<file path="config.mk">
export PLATFORM = sky130hd
export DESIGN_NAME = gpio_level_sense_latch
export DESIGN_NICKNAME = d
export VERILOG_FILES = /design/src/hw/gpio_pkg.sv /design/src/hw/gpio_level_sense_latch.sv /design/src/hw/pin_config_store.sv /design/src/hw/pin_sync.sv
export SDC_FILE = /design/constraint.sdc
export NUM_CORES = 2
export LEC_CHECK = 0
export ABC_AREA = 1
export BUFFER_PORTS_ARGS = -buffer_cell sky130_fd_sc_hd__clkbuf_2
export CAP_MARGIN = 10
export CORE_UTILIZATION = 64
export DETAILED_ROUTE_END_ITERATION = 10
export PLACE_DENSITY = 0.84
export SYNTH_ARGS = -nofsm -noshare
export SYNTH_HDL_FRONTEND = slang
export SYNTH_SLANG_ARGS = --single-unit
</file>
<file path="constraint.sdc">
create_clock -name clk_i -period 5.2 [get_ports clk_i]
set_input_delay 1.04 -clock clk_i [delete_from_list [all_inputs] [get_ports clk_i]]
set_output_delay 1.04 -clock clk_i [all_outputs]
set_load 0.02 [all_outputs]
</file>
<file path="src/hw/gpio_pkg.sv">
// shared constants, states and helpers of the level sense pin port
package gpio_pkg;
  // port width
  localparam int NPINS = 32;
  // register byte offsets
  localparam logic [11:0] OFF_OUT = 12'h504;
  localparam logic [11:0] OFF_OUTSET = 12'h508;
  localparam logic [11:0] OFF_OUTCLR = 12'h50C;
  localparam logic [11:0] OFF_IN = 12'h510;
  localparam logic [11:0] OFF_DIR = 12'h514;
  localparam logic [11:0] OFF_DIRSET = 12'h518;
  localparam logic [11:0] OFF_DIRCLR = 12'h51C;
  localparam logic [11:0] OFF_LATCH = 12'h520;
  localparam logic [11:0] OFF_MODE = 12'h524;
  localparam logic [11:0] OFF_CFG_BASE = 12'h700;
  localparam logic [11:0] OFF_CFG_LAST = 12'h77C;
  // pin_config field positions
  localparam int CFG_DIR_POS = 0;
  localparam int CFG_INBUF_POS = 1;
  localparam int CFG_PULL_POS = 2;
  localparam int CFG_DRIVE_POS = 8;
  localparam int CFG_SENSE_POS = 16;
  // reset values and writable bits
  localparam logic [31:0] CFG_RESET = 32'h0000_0002;
  localparam logic [31:0] CFG_STORE_MASK = 32'h0003_070E;
  localparam logic [31:0] PORT_RESET = 32'h0000_0000;
  // field encodings
  localparam logic [1:0] SENSE_OFF = 2'h0;
  localparam logic [1:0] SENSE_HIGH = 2'h2;
  localparam logic [1:0] SENSE_LOW = 2'h3;
  localparam logic [1:0] PULL_DOWN = 2'h1;
  localparam logic [1:0] PULL_UP = 2'h3;
  localparam logic INBUF_CONNECT = 1'h0;
  localparam logic MODE_COMBINED = 1'h0;
  localparam logic MODE_LATCHED = 1'h1;
  // bus slave sequencing
  typedef enum logic [2:0] {
    BUS_IDLE = 3'b001,
    BUS_FETCH = 3'b010,
    BUS_ACK = 3'b100
  } bus_state_t;
  // byte enables widened to a bit mask
  function automatic logic [31:0] byte_mask(input logic [3:0] sel);
    return {{8{sel[3]}}, {8{sel[2]}}, {8{sel[1]}}, {8{sel[0]}}};
  endfunction
  // level sense match for one pin
  function automatic logic sense_hit(input logic [1:0] sense, input logic lvl);
    return ((sense == SENSE_HIGH) & lvl) | ((sense == SENSE_LOW) & ~lvl);
  endfunction
  // drive mode to {enable, high strength} for the level driven
  function automatic logic [1:0] drive_ctl(input logic [2:0] drv, input logic lvl);
    logic oe;
    logic hi;
    oe = 1'b1;
    hi = 1'b0;
    case (drv)
      3'h1: hi = ~lvl;
      3'h2: hi = lvl;
      3'h3: hi = 1'b1;
      3'h4: oe = lvl;
      3'h5: begin
        oe = lvl;
        hi = 1'b1;
      end
      3'h6: oe = ~lvl;
      3'h7: begin
        oe = ~lvl;
        hi = 1'b1;
      end
      default: hi = 1'b0;
    endcase
    return {oe, hi & oe};
  endfunction
endpackage

</file>
<file path="src/hw/gpio_level_sense_latch.sv">
// level sense pin port: config, outputs, sense, latch and detect
`timescale 1ns/1ns
module gpio_level_sense_latch (
  input wire logic clk_i,
  input wire logic rst_i,
  input wire logic warm_rst_i,
  input wire logic ce_i,
  input wire logic sleep_i,
  input wire logic [11:0] adr_i,
  input wire logic [31:0] dat_i,
  input wire logic [3:0] sel_i,
  input wire logic we_i,
  input wire logic cyc_i,
  input wire logic stb_i,
  output logic [31:0] dat_o,
  output logic ack_o,
  input wire logic [31:0] pin_i,
  output logic [31:0] pin_o,
  output logic [31:0] pin_oe_o,
  output logic [31:0] high_drive_o,
  output logic [31:0] pull_up_o,
  output logic [31:0] pull_down_o,
  output logic [31:0] in_buf_en_o,
  input wire logic [31:0] periph_sel_i,
  input wire logic [31:0] periph_out_i,
  input wire logic [31:0] periph_oe_i,
  output logic [31:0] periph_in_o,
  input wire logic [31:0] te_set_i,
  input wire logic [31:0] te_clr_i,
  output logic [31:0] per_pin_detect_o,
  output logic latched_detect_o,
  output logic port_detect_o,
  output logic port_event_o
);

  // warm reset clears working state but not the config words
  logic any_rst;
  assign any_rst = rst_i | warm_rst_i;

  // ---- bus slave ----
  gpio_pkg::bus_state_t state; // request sequencing
  gpio_pkg::bus_state_t next_state;
  logic req; // master holds a cycle open
  logic [11:0] wa; // word-aligned address
  logic [4:0] idx; // pin index of a config access
  logic [31:0] wm; // byte enables as bits
  logic [31:0] wd; // enabled write bits
  logic wr; // write takes effect this edge
  logic hit_out, hit_outset, hit_outclr, hit_in, hit_dir, hit_dirset; // one per register word
  logic hit_dirclr, hit_latch, hit_mode, hit_cfg, hit_dirany, hit_outany;
  assign req = cyc_i & stb_i;
  assign wa = {adr_i[11:2], 2'b00};
  assign idx = adr_i[6:2];
  assign wm = gpio_pkg::byte_mask(sel_i);
  assign wd = dat_i & wm;
  assign wr = (state == gpio_pkg::BUS_ACK) & req & we_i;
  // address decode
  assign hit_out = wa == gpio_pkg::OFF_OUT;
  assign hit_outset = wa == gpio_pkg::OFF_OUTSET;
  assign hit_outclr = wa == gpio_pkg::OFF_OUTCLR;
  assign hit_in = wa == gpio_pkg::OFF_IN;
  assign hit_dir = wa == gpio_pkg::OFF_DIR;
  assign hit_dirset = wa == gpio_pkg::OFF_DIRSET;
  assign hit_dirclr = wa == gpio_pkg::OFF_DIRCLR;
  assign hit_latch = wa == gpio_pkg::OFF_LATCH;
  assign hit_mode = wa == gpio_pkg::OFF_MODE;
  assign hit_cfg = (wa >= gpio_pkg::OFF_CFG_BASE) & (wa <= gpio_pkg::OFF_CFG_LAST);
  assign hit_dirany = hit_dir | hit_dirset | hit_dirclr;
  assign hit_outany = hit_out | hit_outset | hit_outclr;

  // idle -> fetch -> ack; the fetch cycle lets config reads settle
  always_comb begin
    case (state)
      gpio_pkg::BUS_IDLE: next_state = req ? gpio_pkg::BUS_FETCH : gpio_pkg::BUS_IDLE;
      gpio_pkg::BUS_FETCH: next_state = gpio_pkg::BUS_ACK;
      gpio_pkg::BUS_ACK: next_state = gpio_pkg::BUS_IDLE;
      default: next_state = gpio_pkg::BUS_IDLE;
    endcase
  end
  // ack stands for exactly one cycle per request
  assign ack_o = (state == gpio_pkg::BUS_ACK) & req;

  // state register
  always_ff @(posedge clk_i) begin
    if (any_rst) begin
      state <= gpio_pkg::BUS_IDLE;
    end else if (ce_i) begin
      state <= next_state;
    end
  end

  // ---- pin input path ----
  logic [31:0] pin_sync_q; // filtered pin levels
  logic [31:0] in_v; // levels seen past the input buffer
  logic [31:0] inbuf_on; // input buffer connected
  logic [31:0][31:0] cfg; // every pin_config word
  logic [31:0] cfg_rdata; // registered config read
  // asynchronous pins are synchronised first
  pin_sync u_sync (
    .clk_i(clk_i),
    .rst_i(any_rst),
    .ce_i(ce_i),
    .async_i(pin_i),
    .sync_o(pin_sync_q)
  );
  // a disconnected buffer reads zero and cannot sense
  assign in_v = pin_sync_q & inbuf_on;

  // ---- configuration store ----
  logic cfg_we;
  assign cfg_we = wr & hit_cfg;
  // one retained word per pin
  pin_config_store u_cfg (
    .clk_i(clk_i),
    .rst_i(rst_i),
    .ce_i(ce_i),
    .we_i(cfg_we),
    .widx_i(idx),
    .wdata_i(dat_i),
    .wmask_i(wm),
    .ridx_i(idx),
    .rdata_o(cfg_rdata),
    .cfg_o(cfg)
  );

  // ---- output and direction registers ----
  logic [31:0] out; // software output levels
  logic [31:0] dir; // direction, shared with config bit 0
  logic [31:0] out_sw;
  logic [31:0] next_out;
  logic [31:0] dir_sw;
  logic [31:0] cfg_dir_m; // config write touching one dir bit
  logic [31:0] next_dir;
  // software writes, set and clear forms
  assign out_sw = !(wr & hit_outany) ? out :
                  hit_out ? ((out & ~wm) | wd) :
                  hit_outset ? (out | wd) : (out & ~wd);
  // task events drive outputs after software, set winning
  assign next_out = (out_sw & ~te_clr_i) | te_set_i;
  assign dir_sw = !(wr & hit_dirany) ? dir :
                  hit_dir ? ((dir & ~wm) | wd) :
                  hit_dirset ? (dir | wd) : (dir & ~wd);
  // config write lands in the same direction flop
  assign cfg_dir_m = (cfg_we & sel_i[0]) ? (32'h0000_0001 << idx) : 32'h0000_0000;
  assign next_dir = (dir_sw & ~cfg_dir_m) | ({32{dat_i[gpio_pkg::CFG_DIR_POS]}} & cfg_dir_m);

  // out is working state; dir belongs to the retained config
  always_ff @(posedge clk_i) begin
    if (any_rst) begin
      out <= gpio_pkg::PORT_RESET;
    end else if (ce_i) begin
      out <= next_out;
    end
  end
  // direction only cleared at power-on
  always_ff @(posedge clk_i) begin
    if (rst_i) begin
      dir <= gpio_pkg::PORT_RESET;
    end else if (ce_i) begin
      dir <= next_dir;
    end
  end
  // ---- per pin decode ----
  logic [31:0] next_pin, next_oe, next_hi, next_pu, next_pd; // pad controls ahead of their flops
  logic [31:0] hit; // sense match per pin
  logic [31:0] sense_en; // sense field not off
  for (genvar n = 0; n < gpio_pkg::NPINS; n++) begin : g_pin
    logic [1:0] dc; // {enable, strong}
    logic take; // peripheral owns the pin
    logic [1:0] sense;
    logic [1:0] pull;
    assign sense = cfg[n][gpio_pkg::CFG_SENSE_POS +: 2];
    assign pull = cfg[n][gpio_pkg::CFG_PULL_POS +: 2];
    // drive mode decides whether a level is driven at all
    assign dc = gpio_pkg::drive_ctl(cfg[n][gpio_pkg::CFG_DRIVE_POS +: 3], out[n]);
    // peripherals are powered down while asleep
    assign take = periph_sel_i[n] & ~sleep_i;
    // peripheral overrides level, enable and drive strength; pulls still follow the config
    assign next_pin[n] = take ? periph_out_i[n] : out[n];
    assign next_oe[n] = take ? periph_oe_i[n] : (dir[n] & dc[1]);
    assign next_hi[n] = ~take & dir[n] & dc[0];
    assign next_pu[n] = pull == gpio_pkg::PULL_UP;
    assign next_pd[n] = pull == gpio_pkg::PULL_DOWN;
    // field 0 connects the buffer, 1 cuts it off
    assign inbuf_on[n] = cfg[n][gpio_pkg::CFG_INBUF_POS] == gpio_pkg::INBUF_CONNECT;
    // high or low level match, code 0 gives none
    // gated by the buffer too: a cut-off pin reads 0 and must not match low
    assign hit[n] = inbuf_on[n] & gpio_pkg::sense_hit(sense, in_v[n]);
    assign sense_en[n] = sense != gpio_pkg::SENSE_OFF;
  end

  // pad controls from flops so the pins never glitch
  always_ff @(posedge clk_i) begin
    if (any_rst) begin
      pin_o <= gpio_pkg::PORT_RESET;
      pin_oe_o <= gpio_pkg::PORT_RESET;
      high_drive_o <= gpio_pkg::PORT_RESET;
    end else if (ce_i) begin
      pin_o <= next_pin;
      pin_oe_o <= next_oe;
      high_drive_o <= next_hi;
    end
  end
  // pulls, buffer enable and the input seen by peripherals
  always_ff @(posedge clk_i) begin
    if (any_rst) begin
      pull_up_o <= gpio_pkg::PORT_RESET;
      pull_down_o <= gpio_pkg::PORT_RESET;
      in_buf_en_o <= gpio_pkg::PORT_RESET;
      periph_in_o <= gpio_pkg::PORT_RESET;
    end else if (ce_i) begin
      pull_up_o <= next_pu;
      pull_down_o <= next_pd;
      in_buf_en_o <= inbuf_on;
      periph_in_o <= in_v;
    end
  end
  // ---- sense, latch and detect ----
  logic [31:0] det; // per pin detect
  logic [31:0] det_q; // previous detect, for edges
  logic [31:0] latch; // sticky sense flags
  logic [31:0] latch_clr; // clear request from software
  logic [31:0] next_latch;
  logic wr_latch; // latch write this edge
  logic mode; // detect source select
  logic ldet; // latched detect
  logic next_ldet;
  logic next_port;
  assign wr_latch = wr & hit_latch;
  assign latch_clr = wr_latch ? wd : 32'h0000_0000;
  // clear is refused while that pin still detects
  // a new rise wins over a clear in the same cycle
  assign next_latch = (latch & ~(latch_clr & ~det)) | (det & ~det_q);
  // high with any flag; dropped one cycle by a clear so it rises again
  assign next_ldet = (|next_latch) & ~wr_latch;
  // combined pin detects by default, latched detect when selected
  assign next_port = (mode == gpio_pkg::MODE_LATCHED) ? ldet : |det;

  // detect follows the sense match; sleep_i plays no part
  always_ff @(posedge clk_i) begin
    if (any_rst) begin
      det <= gpio_pkg::PORT_RESET;
      det_q <= gpio_pkg::PORT_RESET;
    end else if (ce_i) begin
      det <= hit;
      det_q <= det;
    end
  end
  // flags stay set whatever the mode
  always_ff @(posedge clk_i) begin
    if (any_rst) begin
      latch <= gpio_pkg::PORT_RESET;
      ldet <= 1'b0;
    end else if (ce_i) begin
      latch <= next_latch;
      ldet <= next_ldet;
    end
  end
  // source select resets to the combined form
  always_ff @(posedge clk_i) begin
    if (any_rst) begin
      mode <= gpio_pkg::MODE_COMBINED;
    end else if (ce_i && wr && hit_mode && sel_i[0]) begin
      mode <= dat_i[0];
    end
  end
  // port detect and its rising-edge event
  always_ff @(posedge clk_i) begin
    if (any_rst) begin
      port_detect_o <= 1'b0;
      port_event_o <= 1'b0;
    end else if (ce_i) begin
      port_detect_o <= next_port;
      port_event_o <= next_port & ~port_detect_o;
    end
  end
  assign per_pin_detect_o = det;
  assign latched_detect_o = ldet;
  // ---- read data ----
  logic [31:0] rd_word;
  // unmapped addresses read zero
  assign rd_word = hit_outany ? out :
                   hit_in ? in_v :
                   hit_dirany ? dir :
                   hit_latch ? latch :
                   hit_mode ? {31'h0000_0000, mode} :
                   hit_cfg ? (cfg_rdata | {31'h0000_0000, dir[idx]}) : 32'h0000_0000;
  // captured in the fetch cycle, held through ack
  always_ff @(posedge clk_i) begin
    if (any_rst) begin
      dat_o <= 32'h0000_0000;
    end else if (ce_i && state == gpio_pkg::BUS_FETCH) begin
      dat_o <= rd_word;
    end
  end
  // ---- checks ----
  // the cycle right after a reset edge is left out: its sampled state predates the clear
  logic [31:0] rise;
  assign rise = det & ~det_q;
endmodule

</file>
<file path="src/hw/pin_config_store.sv">
// retained pin_config words with parallel fields and registered read
`timescale 1ns/1ns
module pin_config_store (
  input wire logic clk_i,
  input wire logic rst_i,
  input wire logic ce_i,
  input wire logic we_i,
  input wire logic [4:0] widx_i,
  input wire logic [31:0] wdata_i,
  input wire logic [31:0] wmask_i,
  input wire logic [4:0] ridx_i,
  output logic [31:0] rdata_o,
  output logic [31:0][31:0] cfg_o
);
  logic [31:0][31:0] mem; // one word per pin
  logic [31:0] m; // bits this write may change
  assign m = wmask_i & gpio_pkg::CFG_STORE_MASK;
  assign cfg_o = mem;
  // only power-on reset clears it, so contents survive warm resets
  always_ff @(posedge clk_i) begin
    if (rst_i) begin
      for (int i = 0; i < gpio_pkg::NPINS; i++) begin
        mem[i] <= gpio_pkg::CFG_RESET;
      end
      rdata_o <= 32'h0000_0000;
    end else if (ce_i) begin
      if (we_i) begin
        mem[widx_i] <= (mem[widx_i] & ~m) | (wdata_i & m);
      end
      rdata_o <= mem[ridx_i];
    end
  end
endmodule

</file>
<file path="src/hw/pin_sync.sv">
// three-stage pin input synchroniser with agreement filter
`timescale 1ns/1ns
module pin_sync (
  input wire logic clk_i,
  input wire logic rst_i,
  input wire logic ce_i,
  input wire logic [31:0] async_i,
  output logic [31:0] sync_o
);
  logic [31:0] s1; // metastable catch, read by s2 only
  logic [31:0] s2;
  logic [31:0] s3;
  logic [31:0] next_sync;
  // a change counts once stages two and three agree
  assign next_sync = (s2 & s3) | (sync_o & (s2 ^ s3));
  // shift chain, frozen with the clock enable
  always_ff @(posedge clk_i) begin
    if (rst_i) begin
      s1 <= 32'h0000_0000;
      s2 <= 32'h0000_0000;
      s3 <= 32'h0000_0000;
      sync_o <= 32'h0000_0000;
    end else if (ce_i) begin
      s1 <= async_i;
      s2 <= s1;
      s3 <= s2;
      sync_o <= next_sync;
    end
  end
endmodule

</file>
==> results.txt <==
Detailed-route DRC error count: 0
Worst hold path type: reg -> reg
Final hold vios: 0
Port Buffers: 537
Post-layout minimum cycle time: 3761 ps
Largest family of logic cells by synthesized area: compound AO/OA/AOI/OAI gates
Nets: 9525
#FFs+latches synth: 1607
Crit path to: u_cfg.cfg_o[49]$_SDFFE_PP0P_
Final Wtd Congestion: 1.029
Initial Utilization: 0.6456
Pleak: 30.03 nW
Outcome: finished clean
Post-CTS setup buffers: 0
Crit-path cells: clkbuf_2, inv_4, nand2_8, buf_4, o22ai_1, o21ai_0, o211a_1, nand2_1, nand3_2, nand3_1, nand2_1, inv_1
Setup crit end kind: flip-flop
Initial antenna violation count: 22
FF-to-FF End: u_cfg.cfg_o[321]$_SDFFE_PP1P_
Die Span X: 322.6 um
VDD IR-drop max: 0.3138 mV
Main flop type after synthesis: dfxtp_1
Slowest cell on crit path: nand3_2
Vias: 64689
Clock Sink Count: 1607
Max_cap viols: 0
Post-Syn Nets: 9285
Ports: 540
Clk_lat worst skew: 800 ps
Clock Skew: 21.71 ps
Adder-cell area share of the yosys netlist: 0.006087
Clock Tree Root: clkbuf_16
Max incr delay on CP: 630 ps
Cts bufs inserted: 160
Row count: 117
Synth Warn #: 0
Pre-CTS WS: 937.3 ps
Final Setup Violations: 0
R2R depth: 8
H-tree Lvls: 4
DIE HEIGHT: 322.6 um
Die Footprint: 104100 sq um
Post-placement cell count: 10451
Unrepaired setup endpoints after global routing: no
Hold-fix buffers, CTS: 0
Share of layout cells above drive strength 1: 0.1021
Number of fill cells: 8090
Layout Cells excl Fill: 10752
GRT Util Overall: 0.4333
Starting DRT DRC Count: 8730
Synth top area share: 0.4891
Vias per inst: 6.016
CTS tree: yes
Synth Area in Compound Gates: 0.1953
XOR/XNOR Fraction of Synth Area: 0.002530
Max Clk Rate: 0.2659 GHz
CP startpoint: adr_i[3]
Synth unique cells: 46
Final WS setup: 1439 ps
Setup CP Type: in -> reg
Routed Antenna Nets: 0
Global route total overflow: 0
Most frequent CP cell: nand2_1
Slew Viols, Final: 0
Top cell type by total area after synthesis: dfxtp_1
Post-DP HPWL: 154700 um
Number of global-route vias before repair: 58849
Slew @ Worst Pin: 1247 ps
Largest net degree at the start of global routing: 230
Max_slew headroom: 0.1596
First-pass GRT wire length: 344300 um
Number of flops mapped to enable cells by yosys: 0
WP data required: 5870 ps
Drt first pass iters: 8
Ys async rst share: 0
Dominant cells by area after synthesis: dfxtp_1 49%, inv_1 8.7%, nand2_1 7.2%, nor2_1 6.8%, a21oi_1 6.3%
CTS Buffer Depth: 3
Post-synthesis mux area share: 0
WP data arrival: 4440 ps
Pwr dens: 348.2 nW/um^2
Total wire length: 233200 um
Area delta synth->final: 13.11%
RR Startpoint: state[2]$_SDFFE_PP0P_
Clock-pin transition on the worst setup and hold timing paths: 60 ps
Reg2Reg Setup Slack: 1890 ps
Post-CTS Resized: 0
Tcrit/Tclk final: 0.7233
CORE AREA: 101900 sq um
Synth Area per Inst: 7.304 sq um
Post-synthesis cell area: 65780 sq um
Crit start category: input port
Crit Path Max Fanout: 34
Post-synthesis simple-gate area fraction: 0.1851
Fin Setup TNS: 0 ps
Register area share after synthesis: 0.4891
Syn Inst Count: 9005
Mean routed wirelength per cell: 21.69 um
Max FFs per register: 1024
[critical path, delay by kind of cell]
| family | cells | cell delay, ps |
|---|---|---|
| simple gates | 5 | 1400 |
| buf+inv | 4 | 1210 |
| compound gates | 3 | 740 |
[metrics by stage]
step	hold slack [ps]	utilization	instance area [sq um]	total power, mW
2_1_floorplan	403.0	-	65780	13.52
3_3_place_gp	409.6	0.6761	68880	14.07
3_5_place_dp	411.8	0.6761	68880	14.09
4_1_cts	421.8	0.7299	74370	25.82
5_1_grt	430.4	0.7300	74380	26.47
6_report	421.0	0.7302	74400	25.90
[layout make-up]
| cell class | count | area (sq um) | area share |
|---|---|---|---|
| sequential | 1607 | 32170 | 0.4324 |
| multi-input combinational | 5317 | 25660 | 0.3449 |
| inverter | 1532 | 5771 | 0.07756 |
| clock buffer | 244 | 4875 | 0.06552 |
| timing repair buffer | 627 | 3571 | 0.04800 |
| tap | 1368 | 1712 | 0.02301 |
| clock inverter | 46 | 610.6 | 0.008207 |
| antenna | 11 | 27.53 | 0.0003700 |
[synth_stat cells (42+ instances only)]
cell type  number
clkbuf_1      381
nor2_1       1199
o21ai_0       637
nand2_1      1262
dfxtp_1      1607
buf_2         108
a21oi_1       823
nand3_1       427
a221oi_1       84
o211ai_1      101
o21bai_1       42
buf_1          42
o22ai_1       419
a31oi_1        57
inv_1        1516
[cell usage in the layout (no fill, tap or decap), drive strengths merged]
cell type and n:
ha 32, inv 1534, and3 11, bufinv 11, nor4 6, a2111oi 7
o21ai 656, o22ai 419, a221oi 84, o211a 2, nor2 1235, dfxtp 1607
nor3 27, a21oi 825, clkinvlp 2, clkbuf 779, o211ai 101, a311o 14
nand3b 2, o2111ai 10, a22oi 17, nand4 25, a211oi 8, xor2 19
clkinv 31, o221ai 16, o21bai 42, buf 92, nand2 1272, a31oi 57
nand3 430, diode 11
[logic make-up after synthesis]
logic type	Yosys count
flip-flops	1607
buffers and inverters	2081
AO/OA/AOI/OAI	2258
AND/OR/NAND/NOR	3008
XOR/XNOR	19
adder cells (fa/ha/maj)	32
[power by group]
group	internal, mW	switching, mW
Sequential	12.4	0.0796
Clock	7.03	4.98
Combinational	0.299	1.12
Total	19.7	6.18
[worst min-delay path by stage]
stage / from / end / slack [ps] / cells past startpoint
floorplan: u_cfg.cfg_o[175]$_SDFFE_PP0P_ / u_cfg.cfg_o[175]$_SDFFE_PP0P_ / 400 / 2
global placement: u_cfg.cfg_o[567]$_SDFFE_PP0P_ / u_cfg.cfg_o[567]$_SDFFE_PP0P_ / 410 / 2
detailed placement: u_cfg.cfg_o[294]$_SDFFE_PP0P_ / u_cfg.cfg_o[294]$_SDFFE_PP0P_ / 410 / 2
CTS: u_cfg.cfg_o[275]$_SDFFE_PP0P_ / u_cfg.cfg_o[275]$_SDFFE_PP0P_ / 420 / 2
global route: u_cfg.cfg_o[948]$_SDFFE_PP0P_ / u_cfg.cfg_o[948]$_SDFFE_PP0P_ / 430 / 2
finish: u_cfg.cfg_o[275]$_SDFFE_PP0P_ / u_cfg.cfg_o[275]$_SDFFE_PP0P_ / 420 / 2
[routing by layer]
layer | track usage | vias to the layer above | share of wire | wire length, um
li1 | - | 29485 | - | -
met5 | 0 | - | 0.00067 | 157
met4 | 0.3084 | 24 | 0.080 | 18770
met2 | 0.6420 | 4252 | 0.42 | 97990
met1 | 0.5345 | 29901 | 0.37 | 86040
met3 | 0.1345 | 1027 | 0.13 | 30280
Power figures use the tool's default switching activity.
